<file path="src/cbca_pkg.sv">
// Constants for the command-block capability advertisement and its trigger logic.
// Assumes a byte-addressed management memory behind a two-wire serial front end.
package cbca_pkg;

	// ----------------------------------------------------------------
	// Pages and addresses
	// ----------------------------------------------------------------
	localparam logic [7:0] PG_ADV = 8'h01;
	localparam logic [7:0] PG_CMD = 8'h9f;
	localparam logic [7:0] PG_EPL_FIRST = 8'ha0;
	localparam logic [7:0] ADDR_CAP = 8'ha3;
	localparam logic [7:0] ADDR_TRIG = 8'ha5;
	localparam logic [7:0] ADDR_BUSY = 8'ha6;
	localparam logic [7:0] ADDR_FLAG = 8'h08;
	localparam logic [7:0] ADDR_MASK = 8'h1f;
	localparam logic [7:0] ADDR_BANK = 8'h7e;
	localparam logic [7:0] ADDR_PAGE = 8'h7f;
	localparam logic [7:0] ADDR_COMMAND_IDENTIFIER_HI = 8'h80;
	localparam logic [7:0] ADDR_COMMAND_IDENTIFIER = 8'h81;
	localparam logic [7:0] ADDR_UPPER_FIRST = 8'h80;
	localparam logic [7:0] ADDR_UPPER_LAST = 8'hff;

	// ----------------------------------------------------------------
	// Field positions and encodings
	// ----------------------------------------------------------------
	localparam int CAP_INST_LSB = 6;
	localparam int CAP_BG_BIT = 5;
	localparam int CAP_AUTO_BIT = 4;
	localparam int TRIG_METHOD_BIT = 7;
	localparam int BUSY_SEL_BIT = 7;
	localparam int FLAG_LSB = 6;
	localparam logic [1:0] INST_NONE = 2'h0;
	localparam logic [1:0] INST_ONE = 2'h1;
	localparam logic [1:0] INST_TWO = 2'h2;
	localparam logic TRIG_ON_STOP_ANY = 1'b1;
	localparam logic BUSY_FMT_LONG = 1'b1;

	// ----------------------------------------------------------------
	// Reset values
	// ----------------------------------------------------------------
	localparam logic [7:0] PAGE_RST = 8'h00;
	localparam logic [7:0] BANK_RST = 8'h00;
	localparam logic [7:0] PTR_RST = 8'h00;
	localparam logic [1:0] MASK_RST = 2'h0;
	localparam logic [1:0] FLAG_RST = 2'h0;

	// ----------------------------------------------------------------
	// Timing
	// ----------------------------------------------------------------
	localparam int LONG_BUSY_STEP_MS = 160;
	localparam int LONG_BUSY_MAX_MS = 4960;
	localparam int SHORT_BUSY_MAX_MS = 80;

	typedef enum logic [1:0] {ST_IDLE, ST_ADDR, ST_DATA} cbca_state_t;

endpackage

</file>
<file path="src/cbca_top.sv">
// Capability advertisement bytes, completion flags and command trigger detection.
// Assumes a same-clock serial front end that reports write starts, the address
// byte, data bytes, read requests and STOP as one-cycle pulses.
`timescale 1ns/100ps

module cbca_top #(
	parameter int unsigned INSTANCES = 1,
	parameter bit BACKGROUND = 1'b0,
	parameter bit AUTO_PAGE = 1'b0,
	parameter int unsigned EPL_PAGES = 1,
	parameter bit TRIGGER_METHOD = 1'b1,
	parameter bit BUSY_FORMAT = 1'b0,
	parameter int unsigned LONG_BUSY_CODE = 1,
	parameter int unsigned SHORT_BUSY_CODE = 80
) (
	// Clock and reset
	input wire logic clk,
	input wire logic rstn,
	input wire logic clk_en,
	// Serial front end events
	input wire logic xact_start,
	input wire logic addr_valid,
	input wire logic [7:0] addr_byte,
	input wire logic wr_valid,
	input wire logic [7:0] wr_data,
	input wire logic rd_req,
	input wire logic xact_stop,
	// Read answer
	output logic rd_valid_q,
	output logic [7:0] rd_data_q,
	// Management memory outside this block
	input wire logic [7:0] ext_rd_data,
	output logic mem_wr_q,
	output logic [7:0] mem_page_q,
	output logic [7:0] mem_bank_q,
	output logic [7:0] mem_addr_q,
	output logic [7:0] mem_data_q,
	output logic [7:0] page_q,
	output logic [7:0] bank_q,
	output logic [7:0] ptr_q,
	// Command engine
	output logic cmd_start_q,
	output logic [1:0] cmd_instance_q,
	output logic [7:0] cmd_bank_q,
	input wire logic cmd_captured,
	input wire logic [1:0] cmd_done,
	// Host status
	output logic hold_off_q,
	output logic [1:0] cmd_complete_flag_q,
	output logic attn_q
);

	// ----------------------------------------------------------------
	// Configuration checks and advertisement constants
	// ----------------------------------------------------------------
	if (INSTANCES > 2 || EPL_PAGES > 15 || LONG_BUSY_CODE > 31 || SHORT_BUSY_CODE > 127)
	begin : g_bad_cfg
		$error("cbca_top: configuration value out of range");
	end

	localparam logic [1:0] INST_CODE = 2'(INSTANCES);
	localparam logic [3:0] EPL_CODE = 4'(EPL_PAGES);
	localparam logic [7:0] EPL_LAST = 8'(cbca_pkg::PG_EPL_FIRST + 8'(EPL_PAGES) - 8'h01);

	// Fixed at build time; host writes never reach them
	localparam logic [7:0] ADV_CAP = {INST_CODE, BACKGROUND, AUTO_PAGE, EPL_CODE};
	localparam logic [7:0] ADV_TRIG = {TRIGGER_METHOD, 2'h0, 5'(LONG_BUSY_CODE)};
	localparam logic [7:0] ADV_BUSY = {BUSY_FORMAT, 7'(SHORT_BUSY_CODE)};

	// Completion flag bits that exist for the advertised instance count
	localparam logic [1:0] FLAG_LIVE = (INST_CODE == cbca_pkg::INST_TWO) ? 2'h3 :
		(INST_CODE == cbca_pkg::INST_ONE) ? 2'h1 : 2'h0;

	// ----------------------------------------------------------------
	// Helpers
	// ----------------------------------------------------------------
	function automatic logic is_upper(input logic [7:0] a);
		is_upper = (a >= cbca_pkg::ADDR_UPPER_FIRST);
	endfunction

	function automatic logic is_adv_byte(input logic [7:0] pg, input logic [7:0] a);
		is_adv_byte = (pg == cbca_pkg::PG_ADV) &&
			(a == cbca_pkg::ADDR_CAP || a == cbca_pkg::ADDR_TRIG || a == cbca_pkg::ADDR_BUSY);
	endfunction

	function automatic logic in_epl(input logic [7:0] pg);
		in_epl = (pg >= cbca_pkg::PG_EPL_FIRST) && (pg <= EPL_LAST);
	endfunction

	// ----------------------------------------------------------------
	// State
	// ----------------------------------------------------------------
	cbca_pkg::cbca_state_t st_q, st_d;
	logic [7:0] page_d, bank_d, ptr_d;
	logic [7:0] first_addr_q, first_addr_d;
	logic [7:0] first_page_q, first_page_d;
	logic [1:0] nbytes_q, nbytes_d;
	logic saw_command_identifier_q, saw_command_identifier_d;
	logic [1:0] mask_q, mask_d;
	logic [1:0] flag_d;
	logic [1:0] busy_q, busy_d;
	logic hold_d, attn_d;
	logic rd_valid_d;
	logic [7:0] rd_data_d;
	logic mem_wr_d;
	logic [7:0] mem_page_d, mem_bank_d, mem_addr_d, mem_data_d;
	logic cmd_start_d;
	logic [1:0] cmd_instance_d;
	logic [7:0] cmd_bank_d;
	logic trig;
	logic bank_ok;

	// ----------------------------------------------------------------
	// Next state
	// ----------------------------------------------------------------
	always_comb
	begin
		st_d = st_q;
		page_d = page_q;
		bank_d = bank_q;
		ptr_d = ptr_q;
		first_addr_d = first_addr_q;
		first_page_d = first_page_q;
		nbytes_d = nbytes_q;
		saw_command_identifier_d = saw_command_identifier_q;
		mask_d = mask_q;
		flag_d = cmd_complete_flag_q;
		busy_d = busy_q;
		hold_d = hold_off_q;
		rd_valid_d = 1'b0;
		rd_data_d = rd_data_q;
		mem_wr_d = 1'b0;
		mem_page_d = mem_page_q;
		mem_bank_d = mem_bank_q;
		mem_addr_d = mem_addr_q;
		mem_data_d = mem_data_q;
		cmd_start_d = 1'b0;
		cmd_instance_d = cmd_instance_q;
		cmd_bank_d = cmd_bank_q;
		trig = 1'b0;
		bank_ok = (bank_q < 8'(INSTANCES));

		// Reads: local bytes answered here, the rest by the outside memory
		if (rd_req && !hold_off_q)
		begin
			rd_valid_d = 1'b1;
			ptr_d = (ptr_q == cbca_pkg::ADDR_UPPER_LAST) ? cbca_pkg::ADDR_UPPER_FIRST :
				8'(ptr_q + 8'h01);
			if (is_adv_byte(page_q, ptr_q))
			begin
				case (ptr_q)
					cbca_pkg::ADDR_CAP: rd_data_d = ADV_CAP;
					cbca_pkg::ADDR_TRIG: rd_data_d = ADV_TRIG;
					default: rd_data_d = ADV_BUSY;
				endcase
			end
			else if (!is_upper(ptr_q))
			begin
				case (ptr_q)
					cbca_pkg::ADDR_FLAG: rd_data_d = {cmd_complete_flag_q, 6'h00};
					cbca_pkg::ADDR_MASK: rd_data_d = {mask_q, 6'h00};
					cbca_pkg::ADDR_BANK: rd_data_d = bank_q;
					cbca_pkg::ADDR_PAGE: rd_data_d = page_q;
					default: rd_data_d = ext_rd_data;
				endcase
				// Latched flags clear on read
				if (ptr_q == cbca_pkg::ADDR_FLAG)
					flag_d = 2'h0;
			end
			else
				rd_data_d = ext_rd_data;
		end

		// Write transaction tracking
		case (st_q)
			cbca_pkg::ST_IDLE:
			begin
				if (xact_start)
					st_d = cbca_pkg::ST_ADDR;
			end
			cbca_pkg::ST_ADDR:
			begin
				if (addr_valid)
				begin
					ptr_d = addr_byte;
					first_addr_d = addr_byte;
					first_page_d = page_q;
					nbytes_d = 2'h0;
					saw_command_identifier_d = 1'b0;
					st_d = cbca_pkg::ST_DATA;
				end
			end
			cbca_pkg::ST_DATA:
			begin
				// Writes are dropped while access is held off
				if (wr_valid && !hold_off_q)
				begin
					if (nbytes_q != 2'h3)
						nbytes_d = 2'(nbytes_q + 2'h1);
					if (page_q == cbca_pkg::PG_CMD && ptr_q == cbca_pkg::ADDR_COMMAND_IDENTIFIER)
						saw_command_identifier_d = 1'b1;
					if (!is_upper(ptr_q))
					begin
						case (ptr_q)
							cbca_pkg::ADDR_PAGE: page_d = wr_data;
							cbca_pkg::ADDR_BANK: bank_d = wr_data;
							cbca_pkg::ADDR_MASK: mask_d = wr_data[cbca_pkg::FLAG_LSB +: 2] & FLAG_LIVE;
							cbca_pkg::ADDR_FLAG: ;
							default: mem_wr_d = 1'b1;
						endcase
					end
					else if (!is_adv_byte(page_q, ptr_q))
						mem_wr_d = 1'b1;
					mem_page_d = page_q;
					mem_bank_d = bank_q;
					mem_addr_d = ptr_q;
					mem_data_d = wr_data;
					if (ptr_q == cbca_pkg::ADDR_UPPER_LAST)
					begin
						ptr_d = cbca_pkg::ADDR_UPPER_FIRST;
						if (AUTO_PAGE && in_epl(page_q))
							page_d = (page_q == EPL_LAST) ? cbca_pkg::PG_EPL_FIRST :
								8'(page_q + 8'h01);
					end
					else
						ptr_d = 8'(ptr_q + 8'h01);
				end
			end
			default: st_d = cbca_pkg::ST_IDLE;
		endcase

		// STOP closes the transaction and may start a command
		if (xact_stop)
		begin
			st_d = cbca_pkg::ST_IDLE;
			if (st_q == cbca_pkg::ST_DATA)
			begin
				if (TRIGGER_METHOD == cbca_pkg::TRIG_ON_STOP_ANY)
					trig = saw_command_identifier_q;
				else
					trig = (first_page_q == cbca_pkg::PG_CMD) &&
						((nbytes_q == 2'h1 && first_addr_q == cbca_pkg::ADDR_COMMAND_IDENTIFIER) ||
						(nbytes_q == 2'h2 && first_addr_q == cbca_pkg::ADDR_COMMAND_IDENTIFIER_HI));
			end
		end

		// Only advertised banks own a command instance
		if (trig && bank_ok && !busy_q[bank_q[0]])
		begin
			cmd_start_d = 1'b1;
			cmd_bank_d = bank_q;
			cmd_instance_d = 2'(bank_q + 8'h01);
			busy_d[bank_q[0]] = 1'b1;
			hold_d = 1'b1;
		end

		// Completion: set wins over a read-clear in the same cycle
		for (int i = 0; i < 2; i++)
		begin
			if (cmd_done[i] && FLAG_LIVE[i])
			begin
				busy_d[i] = 1'b0;
				flag_d[i] = 1'b1;
			end
		end

		// Background mode releases access on capture, otherwise on completion
		if (BACKGROUND)
		begin
			if (cmd_captured && !cmd_start_d)
				hold_d = 1'b0;
		end
		else if (busy_d == 2'h0)
			hold_d = 1'b0;

		attn_d = |(flag_d & ~mask_d);
	end

	// ----------------------------------------------------------------
	// Registers
	// ----------------------------------------------------------------
	always_ff @(posedge clk or negedge rstn)
	begin
		if (!rstn)
		begin
			st_q <= cbca_pkg::ST_IDLE;
			page_q <= cbca_pkg::PAGE_RST;
			bank_q <= cbca_pkg::BANK_RST;
			ptr_q <= cbca_pkg::PTR_RST;
			first_addr_q <= cbca_pkg::PTR_RST;
			first_page_q <= cbca_pkg::PAGE_RST;
			nbytes_q <= 2'h0;
			saw_command_identifier_q <= 1'b0;
			mask_q <= cbca_pkg::MASK_RST;
			cmd_complete_flag_q <= cbca_pkg::FLAG_RST;
			busy_q <= 2'h0;
			hold_off_q <= 1'b0;
			attn_q <= 1'b0;
			rd_valid_q <= 1'b0;
			rd_data_q <= 8'h00;
			mem_wr_q <= 1'b0;
			mem_page_q <= 8'h00;
			mem_bank_q <= 8'h00;
			mem_addr_q <= 8'h00;
			mem_data_q <= 8'h00;
			cmd_start_q <= 1'b0;
			cmd_instance_q <= cbca_pkg::INST_NONE;
			cmd_bank_q <= 8'h00;
		end
		else if (clk_en)
		begin
			st_q <= st_d;
			page_q <= page_d;
			bank_q <= bank_d;
			ptr_q <= ptr_d;
			first_addr_q <= first_addr_d;
			first_page_q <= first_page_d;
			nbytes_q <= nbytes_d;
			saw_command_identifier_q <= saw_command_identifier_d;
			mask_q <= mask_d;
			cmd_complete_flag_q <= flag_d;
			busy_q <= busy_d;
			hold_off_q <= hold_d;
			attn_q <= attn_d;
			rd_valid_q <= rd_valid_d;
			rd_data_q <= rd_data_d;
			mem_wr_q <= mem_wr_d;
			mem_page_q <= mem_page_d;
			mem_bank_q <= mem_bank_d;
			mem_addr_q <= mem_addr_d;
			mem_data_q <= mem_data_d;
			cmd_start_q <= cmd_start_d;
			cmd_instance_q <= cmd_instance_d;
			cmd_bank_q <= cmd_bank_d;
		end
	end

endmodule // cbca_top

</file>
<file path="config.mk">
export PLATFORM = sky130hd
export DESIGN_NAME = cbca_top
export DESIGN_NICKNAME = d
export VERILOG_FILES = /design/src/cbca_pkg.sv /design/src/cbca_top.sv
export SDC_FILE = /design/constraint.sdc
export NUM_CORES = 1
export LEC_CHECK = 0
export BUFFER_PORTS_ARGS = -buffer_cell sky130_fd_sc_hd__buf_2
export CAP_MARGIN = 20
export CORE_UTILIZATION = 35
export DETAILED_ROUTE_END_ITERATION = 16
export GPL_TIMING_DRIVEN = 1
export PLACE_DENSITY = 0.68
export SLEW_MARGIN = 20
export SYNTH_ARGS = -nofsm -noshare
export SYNTH_HDL_FRONTEND = slang
export SYNTH_SLANG_ARGS = --single-unit
</file>
<file path="constraint.sdc">
create_clock -name clk -period 3.1 [get_ports clk]
set_input_delay 0.155 -clock clk [delete_from_list [all_inputs] [get_ports clk]]
set_output_delay 0.155 -clock clk [all_outputs]
set_load 0.005 [all_outputs]
</file>
==> results of run 1 <==
[stage by stage]
stage	util [%]	worst slack, ns	hold WS [ns]	power (uW)
after floorplan	-	0.6705	-0.1406	1892
after global placement	42.23	0.4567	0.3810	2184
after detailed placement	42.23	0.3579	0.3932	2212
after CTS	44.76	0.3530	0.03120	3279
after global routing	44.88	0.2123	0.04550	3445
final	44.88	0.3926	0.03653	3260
[worst paths after layout]
check | start | endpoint | slack [ns] | cells past startpoint
max reg2reg | bank_q[1] | cmd_bank_q[0] | 0.39 | 7
min reg2reg | mem_data_q[6] | mem_data_q[6] | 0.47 | 2
max | bank_q[1] | cmd_bank_q[0] | 0.39 | 7
min | wr_data[7] | mem_data_q[7] | 0.04 | 3
max in group asynchronous | rstn | mem_bank_q[2] | 2.09 | 2
min in group asynchronous | rstn | mem_addr_q[1] | 0.43 | 2
[Yosys cell counts, types with 3 or more instances]
| library cell | count |
|---|---|
| a211oi_1 | 5 |
| a21oi_1 | 11 |
| a221oi_1 | 6 |
| a22o_1 | 9 |
| a32oi_1 | 4 |
| and3_1 | 6 |
| buf_1 | 3 |
| buf_2 | 5 |
| clkbuf_1 | 13 |
| dfrtp_1 | 88 |
| ha_1 | 9 |
| inv_1 | 14 |
| mux2_2 | 20 |
| nand2_1 | 105 |
| nand2b_1 | 5 |
| nand3_1 | 12 |
| nand4_1 | 3 |
| nor2_1 | 15 |
| nor2b_1 | 10 |
| nor3_1 | 10 |
| o21ai_0 | 17 |
| o22ai_1 | 3 |
| o31ai_1 | 3 |
[cell usage in the layout, fill, tap and decap left out, drive strengths merged, types with 11 or more instances in the layout]
master and instances:
nand3 12, nor2 15, inv 16, mux2 22
buf 118, o21ai 18, dfrtp 88, a21oi 11
nand2 105, clkbuf 11
[worst register-to-register path: stages, from the launching register on]
cell and delay, ns:
dfrtp_1 0.44, inv_1 0.10, ha_1 0.16, or4b_1 0.49, nor4_2 0.28, nand2_1 0.17
a211oi_4 0.56, mux2_2 0.40
[layout make-up]
cell class / count / area [um^2]
inverter: 14 / 52.55
multi-input combinational: 295 / 1803
fill: 1087 / 6321
sequential: 88 / 2202
clock inverter: 5 / 37.54
timing repair buffer: 119 / 619.3
clock buffer: 11 / 252.7
tap: 143 / 178.9
[cell families (layout without fill, tap and decap cells)]
family / count (synthesis) / after routing / share of synthesized area [%]
AOI/OAI and AO/OA: 77 / 77 / 13.23
adders and majority gates: 9 / 9 / 2.713
muxes: 22 / 22 / 5.968
DFF: 88 / 88 / 53.04
xor gates and xnor gates: 1 / 1 / 0.2110
buffers and inverters: 36 / 149 / 3.586
and+or+nand+nor: 186 / 186 / 21.25
[flip-flops by register name (all words and copies together), names as in the netlist, 8 cells and up]
| register | count |
|---|---|
| mem_page_q | 8 |
| page_q | 8 |
| mem_bank_q | 8 |
| rd_data_q | 8 |
| mem_addr_q | 8 |
| mem_data_q | 8 |
| cmd_bank_q | 8 |
| ptr_q | 8 |
| bank_q | 8 |
[power by group through the flow]
stage                     logic, uW  registers (uW)  clock network [uW]
after floorplan                 467            1420                   0
after global placement          716            1470                   0
after detailed placement        734            1480                   0
after CTS                       739            1460                1080
after global routing            833            1480                1130
final                           737            1460                1070
[metal layers]
layer | up-vias | share of wire (%) | track usage, %
li1 | 1684 | - | -
met1 | 1769 | 45 | 25.88
met2 | 140 | 48 | 32.34
met3 | 16 | 6.4 | 4.757
met4 | 0 | 1.4 | 5.600
met5 | - | 0 | 0
==> results.sh, run 1 <==
export IMPL_status="finished, final reports clean"
export IMPL_fp_dieH_um=110.9
export IMPL_avgRoutedWirePerCell_um=17.31
export IMPL_crit_family="simple AND/OR/NAND/NOR gates"
export IMPL_synth_top_area_share_pct=53.04
export IMPL_dp_cells=658
export IMPL_rows=39
export IMPL_die_w_um=110.9
export IMPL_cts_max_path_buffers=2
export IMPL_p_int_uw=2199
export IMPL_finish_instance_area_um2=5146
export IMPL_ys_async_sr_fraction_pct=100.0
export IMPL_area_delta_synth_final_pct=23.96
export IMPL_drv_cap=0
export IMPL_worstSetupStartpointType="flip-flop"
export IMPL_avgSynthCellArea_um2=9.908
export IMPL_rsz0062_at_grt="false"
export IMPL_timing_setup_tns_ns=0
export IMPL_overflow=0
export IMPL_hold_viol=0
export IMPL_path_cells="inv_1, ha_1, or4b_1, nor4_2, nand2_1, a211oi_4, mux2_2"
export IMPL_crit_arrival_ns=2.94
export IMPL_dieArea_um2=12300
export IMPL_clock_fmax_mhz=369.4
export IMPL_power_density_nw_per_um2=633.5
export IMPL_post_cts_repair_setup_buffers=0
export IMPL_final_cell_count_no_fill=675
export IMPL_gp_congestion=0.7961
export IMPL_clockPowerShare_pct=32.7
export IMPL_ios=116
export IMPL_hold_buffers=0
export IMPL_clk_pin_slew_worst_paths_ns=0.07
export IMPL_slew_viol_final=0
export IMPL_power_share_switching_pct=32.55
export IMPL_wirelength_mm=11.69
export IMPL_grt_start_max_net_pins=89
export IMPL_vias=3609
export IMPL_dp_hpwl_mm=8.377
export IMPL_cts_num_sinks=88
export IMPL_drtIter0Drc=194
export IMPL_fin_crit_sh_pct=87.34
export IMPL_clk_root_buffer_cell="clkbuf_16"
export IMPL_start_util_pct=36.20
export IMPL_synth_area_um2=4151
export IMPL_drtAntennaViolNets=0
export IMPL_vias_per_cell=5.347
export IMPL_insertedDiodeCount=0
export IMPL_slew_headroom_pct=31.58
export IMPL_io_buffers=113
export IMPL_setup_violations=0
export IMPL_slowest_stage="a211oi_4"
export IMPL_period_needed_ns=2.707
export IMPL_synth_edf_count=0
export IMPL_cp_buffers_inverters=1
export IMPL_placed_cell_area_um2=4842
export IMPL_pwr_share_seq_pct=44.7
export IMPL_drive_above_1_share_pct=30.45
export IMPL_post_cts_resized=0
export IMPL_fin_worst_skew_ns=0.007388
export IMPL_worst_path_max_fanout=12
export IMPL_slowest_delay_ns=0.56
export IMPL_critical_path_class="flip-flop to flip-flop"
export IMPL_synth_fp_nets=463
export IMPL_route_detailed_drc=0
export IMPL_p_switching_uw=1061
export IMPL_end_kind="flip-flop"
export IMPL_nets=571
export IMPL_cts_tree="yes"
export IMPL_clkLatencyLatePin_ns=0.35
export IMPL_peakVddDrop_mv=0.3096
export IMPL_yosys_warnings=0
export IMPL_h_tree_depth=3
export IMPL_grt_pass1_vias=3568
export IMPL_comb_power_share_pct=22.6
export IMPL_cts_buffers=9
export IMPL_antenna_found_initial=0
export IMPL_grt_total_usage_pct=19.71
export IMPL_synthTopCellsByArea="dfrtp_1, nand2_1, mux2_2"
export IMPL_ys_flop_type="dfrtp_1"
export IMPL_seq_area_frac_synth_pct=53.04
export IMPL_syn_inst=419
export IMPL_leakagePower_uw=0.002696
export IMPL_required_ns=3.33
export IMPL_yosysUniqueCellTypes=55
export IMPL_synth_seq_cells=88
export IMPL_yosysTopAreaCell="dfrtp_1"
export IMPL_grt_pass1_wl_mm=19.12
export IMPL_firstDrtPassIters=4
export IMPL_core_um2=11470
export IMPL_hold_class="primary input to flip-flop"
export IMPL_tightestPinTransition_ns=1.024
Power figures use the tool's default switching activity.
==> run 2: changes to the inputs <==
--- a/config.mk
+++ b/config.mk
@@ -7,10 +7,10 @@
 export LEC_CHECK = 0
 export BUFFER_PORTS_ARGS = -buffer_cell sky130_fd_sc_hd__buf_2
 export CAP_MARGIN = 20
-export CORE_UTILIZATION = 35
+export CORE_UTILIZATION = 52
 export DETAILED_ROUTE_END_ITERATION = 16
 export GPL_TIMING_DRIVEN = 1
-export PLACE_DENSITY = 0.68
+export PLACE_DENSITY = 0.91
 export SLEW_MARGIN = 20
 export SYNTH_ARGS = -nofsm -noshare
 export SYNTH_HDL_FRONTEND = slang
==> run 2 against run 1 <==
First-iteration DRC count rose by 12%. Via count grew 1.9%. Sequential cell count unchanged. Clock power is 30% lower. Clock skew increased by 0.0029 ns. Global-route usage increased by 8.1 points. Largest power group unchanged. Highest routed layer unchanged.
==> results.sh, run 2 (same netlist as run 1, synthesis figures left out) <==
export IMPL_final_common_cell="buf_2"
export IMPL_p_switching_uw=1030
export IMPL_clock_fmax_mhz=377.2
export IMPL_clockPowerShare_pct=25.4
export IMPL_route_detailed_drc=0
export IMPL_grt_total_usage_pct=27.82
export IMPL_pre_cts_slack_ns=0.4195
export IMPL_setup_slack_ns=0.4488
export IMPL_avgRoutedWirePerCell_um=17.17
export IMPL_rsz0062_at_grt="false"
export IMPL_path_cells="inv_1, ha_1, or4b_1, nor4_2, nand2_1, a211oi_4, mux2_2"
export IMPL_clk_pin_slew_worst_paths_ns=0.10
export IMPL_overflow=0
export IMPL_vias=3676
export IMPL_power_density_nw_per_um2=588.3
export IMPL_crit_family="simple AND/OR/NAND/NOR gates"
export IMPL_timing_setup_tns_ns=0
export IMPL_slew_viol_final=0
export IMPL_antenna_found_initial=0
export IMPL_slowest_stage="a211oi_4"
export IMPL_leakagePower_uw=0.002657
export IMPL_fin_worst_skew_ns=0.01030
export IMPL_period_needed_ns=2.651
export IMPL_p_int_uw=1912
export IMPL_grt_pass1_wl_mm=17.91
export IMPL_drv_cap=0
export IMPL_wirelength_met1_mm=4.520
export IMPL_peakVddDrop_mv=0.2991
export IMPL_tightestPinTransition_ns=0.7955
export IMPL_drtIter0Drc=217
export IMPL_slowest_delay_ns=0.56
export IMPL_final_core_util_pct=64.72
export IMPL_required_ns=3.36
export IMPL_pwr_share_seq_pct=49.6
export IMPL_crit_arrival_ns=2.91
export IMPL_grt_pass1_vias=3670
export IMPL_nets=572
export IMPL_whs_path_depth=3
export IMPL_core_um2=7727
export IMPL_rows=32
export IMPL_drive_above_1_share_pct=30.21
export IMPL_dieArea_um2=8345
export IMPL_grt_start_max_net_pins=89
export IMPL_power_share_switching_pct=35.01
export IMPL_cts_tree="yes"
export IMPL_dp_hpwl_mm=7.794
export IMPL_start_util_pct=53.72
export IMPL_vias_per_cell=5.789
export IMPL_insertedDiodeCount=0
export IMPL_mostFrequentLayoutCells="buf_2, nand2_1, dfrtp_1"
export IMPL_end_kind="flip-flop"
export IMPL_worstSetupStartpointType="flip-flop"
export IMPL_critical_path_class="flip-flop to flip-flop"
export IMPL_hold_viol=0
export IMPL_firstDrtPassIters=4
export IMPL_wirelength_mm=10.90
export IMPL_cts_max_path_buffers=2
export IMPL_h_tree_depth=3
export IMPL_io_buffers=113
export IMPL_drtAntennaViolNets=0
export IMPL_ios=116
export IMPL_clkLatencyLatePin_ns=0.37
export IMPL_worst_path_max_fanout=12
export IMPL_clk_root_buffer_cell="clkbuf_8"
export IMPL_gp_congestion=0.8784
export IMPL_area_delta_synth_final_pct=20.46
export IMPL_routed_top_layer="met4"
export IMPL_cts_buffers=9
export IMPL_critical_path_depth=7
export IMPL_cts_num_sinks=88
export IMPL_fin_crit_sh_pct=85.52
export IMPL_hold_class="primary input to flip-flop"
export IMPL_wl_met2_mm=5.296
export IMPL_die_w_um=91.35
export IMPL_setup_violations=0
export IMPL_fp_dieH_um=91.35
export IMPL_slew_headroom_pct=46.97
export IMPL_rr_worst_depth=7
export IMPL_cp_buffers_inverters=1
export IMPL_comb_power_share_pct=25.1
export IMPL_post_cts_resized=0
export IMPL_met3WireLength_um=810
export IMPL_nFillCells=634
export IMPL_status="finished, final reports clean"
## run 2: cell types whose count changed in the layout (fill, tap and decap cells not counted), sizes merged
cell	before	now
inv	16	18
clkinv	1	3
clkinvlp	2	0
dlygate4sd3	1	3
clkbuf	11	9
buf	118	117
## run 2: metal layers
| layer | track usage (%) | up-vias |
|---|---|---|
| li1 | - | 1692 |
| met5 | 0 | - |
| met4 | 9.392 | 0 |
| met2 | 46.28 | 160 |
| met1 | 35.02 | 1796 |
| met3 | 7.789 | 28 |
## run 2: worst paths after layout
check | end | slack [ns] | from
min reg2reg | mem_data_q[4] | 0.48 | mem_data_q[4]
max in group asynchronous | attn_q | 2.15 | rstn
min in group asynchronous | ptr_q[5] | 0.39 | rstn
max | cmd_bank_q[0] | 0.45 | bank_q[1]
max reg2reg | cmd_bank_q[0] | 0.45 | bank_q[1]
min | mem_data_q[4] | 0.01 | wr_data[4]
## run 2: per-stage QoR
step | instances | cell area [um^2] | total power, uW | hold slack (ns)
finish | 635 | 5001 | 2942 | 0.01352
global route | 635 | 5001 | 3126 | 0.01614
CTS | 634 | 4987 | 2959 | 0.004666
detailed placement | 616 | 4783 | 2209 | 0.3829
global placement | 616 | 4783 | 2163 | 0.3779
floorplan | 419 | 4151 | 1892 | -0.1406
## run 2: power groups by stage
stage          sequential (uW)  clock, uW  combinational [uW]
6_report                  1460        746                 738
5_1_grt                   1480        812                 833
4_1_cts                   1460        765                 739
3_5_place_dp              1480          0                 731
3_3_place_gp              1470          0                 695
2_1_floorplan             1420          0                 467
## run 2: repair_timing
action | CTS | global route
buffers inserted | 0 | 0
setup endpoints to repair | 0 | 0
hold endpoints to repair | 2 | 88
hold buffers | 2 | 1
## run 2: final cells by class
class	instances	area [um^2]	area share [%]
inverter	14	52.55	1.051
tap	102	127.6	2.552
clock buffer	9	123.9	2.477
timing repair buffer	120	631.9	12.63
clock inverter	7	60.06	1.201
sequential	88	2202	44.03
multi-input combinational	295	1803	36.05
## run 2: worst register-to-register path: stages, from the launching register on
cell and delay, ns:
dfrtp_1 0.45, inv_1 0.10, ha_1 0.15, or4b_1 0.44
nor4_2 0.27, nand2_1 0.17, a211oi_4 0.56, mux2_2 0.41
==> run 3: changes to the inputs <==
--- a/config.mk
+++ b/config.mk
@@ -5,9 +5,10 @@
 export SDC_FILE = /design/constraint.sdc
 export NUM_CORES = 1
 export LEC_CHECK = 0
+export ABC_AREA = 1
 export BUFFER_PORTS_ARGS = -buffer_cell sky130_fd_sc_hd__buf_2
 export CAP_MARGIN = 20
-export CORE_UTILIZATION = 52
+export CORE_UTILIZATION = 53
 export DETAILED_ROUTE_END_ITERATION = 16
 export GPL_TIMING_DRIVEN = 1
 export PLACE_DENSITY = 0.91
==> run 3 against run 2 <==
Critical path depth is 2 higher. Maximum frequency rose by 20%. Total power increased by 23%. Setup slack better by 0.44 ns. Largest power group unchanged.
==> results.sh, run 3 <==
export IMPL_grt_start_max_net_pins=89
export IMPL_drtIter0Drc=227
export IMPL_synthTopCellsByArea="dfrtp_1, nand2_1, o21ai_0"
export IMPL_synthMuxAreaShare_pct=0
export IMPL_start_util_pct=54.91
export IMPL_ys_flop_type="dfrtp_1"
export IMPL_pwr_share_seq_pct=45.4
export IMPL_cts_num_sinks=88
export IMPL_fin_worst_skew_ns=0.01511
export IMPL_yosysTopAreaCell="dfrtp_1"
export IMPL_post_cts_repair_setup_buffers=0
export IMPL_fin_total_pwr_uw=3623
export IMPL_hold_class="primary input to flip-flop"
export IMPL_vias=4213
export IMPL_timing_setup_tns_ns=0
export IMPL_wirelength_mm=11.76
export IMPL_synth_top_cells_by_count="nand2_1, dfrtp_1, inv_1, o21ai_0, nor2_1"
export IMPL_firstDrtPassIters=5
export IMPL_synth_xor_area_share_pct=0.1941
export IMPL_synth_edf_count=0
export IMPL_clockPowerShare_pct=21.4
export IMPL_yosysUniqueCellTypes=37
export IMPL_crit_arrival_ns=2.47
export IMPL_rsz0062_at_grt="false"
export IMPL_cts_tree="yes"
export IMPL_synth_area_um2=4512
export IMPL_rows=33
export IMPL_mostFrequentLayoutCells="nand2_1, buf_2, dfrtp_1"
export IMPL_avgSynthCellArea_um2=8.115
export IMPL_route_detailed_drc=0
export IMPL_p_switching_uw=1437
export IMPL_synth_adder_area_share_pct=2.496
export IMPL_h_tree_depth=3
export IMPL_nets=710
export IMPL_seq_area_frac_synth_pct=48.81
export IMPL_insertedDiodeCount=0
export IMPL_tightestPinTransition_ns=0.7720
export IMPL_avgRoutedWirePerCell_um=15.15
export IMPL_drv_cap=0
export IMPL_synth_top_family_by_area="simple AND/OR/NAND/NOR gates"
export IMPL_yosysMostFrequentCell="nand2_1"
export IMPL_die_w_um=94.27
export IMPL_synth_seq_cells=88
export IMPL_power_density_nw_per_um2=680.6
export IMPL_gp_congestion=0.8581
export IMPL_ys_async_sr_fraction_pct=100.0
export IMPL_slew_headroom_pct=48.53
export IMPL_yosys_warnings=0
export IMPL_peakVddDrop_mv=0.3332
export IMPL_final_common_cell="nand2_1"
export IMPL_setup_violations=0
export IMPL_cts_buffers=9
export IMPL_core_um2=8217
export IMPL_critical_path_class="flip-flop to flip-flop"
export IMPL_dieArea_um2=8886
export IMPL_placed_cell_area_um2=5114
export IMPL_vias_per_cell=5.429
export IMPL_status="finished, final reports clean"
export IMPL_reg2reg_slack_ns=0.89
export IMPL_crit_path_start="st_q[0]"
export IMPL_leakagePower_uw=0.002911
export IMPL_cts_max_path_buffers=2
export IMPL_finish_instance_area_um2=5324
export IMPL_r2r_start="st_q[0]"
export IMPL_clk_pin_slew_worst_paths_ns=0.10
export IMPL_power_share_switching_pct=39.66
export IMPL_crit_end="bank_q[4]"
export IMPL_slew_viol_final=0
export IMPL_grt_pass1_vias=3955
export IMPL_drtAntennaViolNets=0
export IMPL_clkLatencyLatePin_ns=0.37
export IMPL_pre_cts_slack_ns=0.9353
export IMPL_drive_above_1_share_pct=25.34
export IMPL_hold_viol=0
export IMPL_synth_fp_nets=600
export IMPL_antenna_found_initial=0
export IMPL_worst_path_max_fanout=60
export IMPL_clock_fmax_mhz=452.1
export IMPL_ios=116
export IMPL_worstSetupStartpointType="flip-flop"
export IMPL_synth_top_area_share_pct=48.81
export IMPL_comb_power_share_pct=33.2
export IMPL_grt_pass1_wl_mm=19.03
export IMPL_setup_slack_ns=0.8881
export IMPL_rr_worst_depth=9
export IMPL_io_buffers=113
export IMPL_period_needed_ns=2.212
export IMPL_synth_compound_area_share_pct=12.04
export IMPL_required_ns=3.36
export IMPL_area_delta_synth_final_pct=18.00
export IMPL_end_kind="flip-flop"
export IMPL_p_int_uw=2186
export IMPL_r2r_end="bank_q[4]"
export IMPL_overflow=0
export IMPL_fin_crit_sh_pct=71.35
export IMPL_synth_simple_gate_area_share_pct=28.42
export IMPL_clk_root_buffer_cell="clkbuf_8"
export IMPL_holdWs_ns=0.03092
export IMPL_dp_hpwl_mm=8.796
export IMPL_nFillCells=714
export IMPL_grt_total_usage_pct=28.20
export IMPL_syn_inst=556
export IMPL_fp_dieH_um=94.27
[run 3: metrics by stage]
| step | std cells | utilization (%) |
|---|---|---|
| finish | 776 | 64.79 |
| global route | 776 | 64.79 |
| CTS | 775 | 64.63 |
| detailed placement | 759 | 62.24 |
| global placement | 759 | 62.24 |
| floorplan | 556 | - |
[run 3: cells by family (layout without fill, tap and decap cells)]
family,count (synthesis),count (layout)
buffers and inverters,85,200
XOR/XNOR,1,1
flip-flops,88,88
adder cells (fa/ha/maj),9,9
AND/OR/NAND/NOR,282,282
AO/OA/AOI/OAI,91,91
[run 3: worst min-delay path by stage]
stage / slack [ns] / endpoint / cells past startpoint / start
detailed placement: 0.40 / ptr_q[7] / 3 / addr_byte[7]
floorplan: -0.14 / attn_q / 0 / rstn
global placement: 0.38 / ptr_q[7] / 3 / addr_byte[7]
CTS: 0.02 / rd_data_q[1] / 1 / rstn
global route: 0.04 / ptr_q[7] / 3 / addr_byte[7]
finish: 0.03 / ptr_q[7] / 3 / addr_byte[7]
[run 3: cell type report]
| type | instances | area [um^2] | area share (%) |
|---|---|---|---|
| clock buffers | 9 | 123.9 | 2.327 |
| clock inverters | 7 | 72.57 | 1.363 |
| inverters | 70 | 265.3 | 4.982 |
| multi-input cells | 383 | 1947 | 36.57 |
| flip-flops and latches | 88 | 2202 | 41.36 |
| well taps | 105 | 131.4 | 2.468 |
| repair buffers | 114 | 581.8 | 10.93 |
[run 3: repair_timing]
action | 4_1_cts | 5_1_grt
hold endpoints to repair | 0 | 88
hold buffers | 0 | 1
gates resized for setup | 0 | 0
endpoints found under the setup margin | 0 | 0
[run 3: critical path: stages (launching register included)]
cell and delay (ns):
dfrtp_1 0.41, inv_1 0.12, ha_1 0.36, nand3_4 0.17, nor2_8 0.18, inv_4 0.22, nor2_8 0.19, nand3_4 0.22
nand2_1 0.16, o21ai_2 0.07
[run 3: routing by layer]
| metal | routed length (um) | vias to the layer above | part of all wire (%) | global-route usage, % |
|---|---|---|---|---|
| met2 | 5683 | 179 | 48 | 44.38 |
| met3 | 734 | 31 | 6.2 | 5.583 |
| met1 | 5011 | 1992 | 43 | 38.02 |
| met5 | 0 | - | 0 | 0 |
| li1 | - | 2011 | - | - |
| met4 | 328 | 0 | 2.8 | 11.41 |
[run 3: power by group through the flow]
stage	clock network (uW)	registers, uW	logic [uW]
after floorplan	0	1600	778
after global placement	0	1640	1160
after detailed placement	0	1660	1200
after CTS	793	1640	1200
after global routing	841	1680	1380
final	777	1640	1200
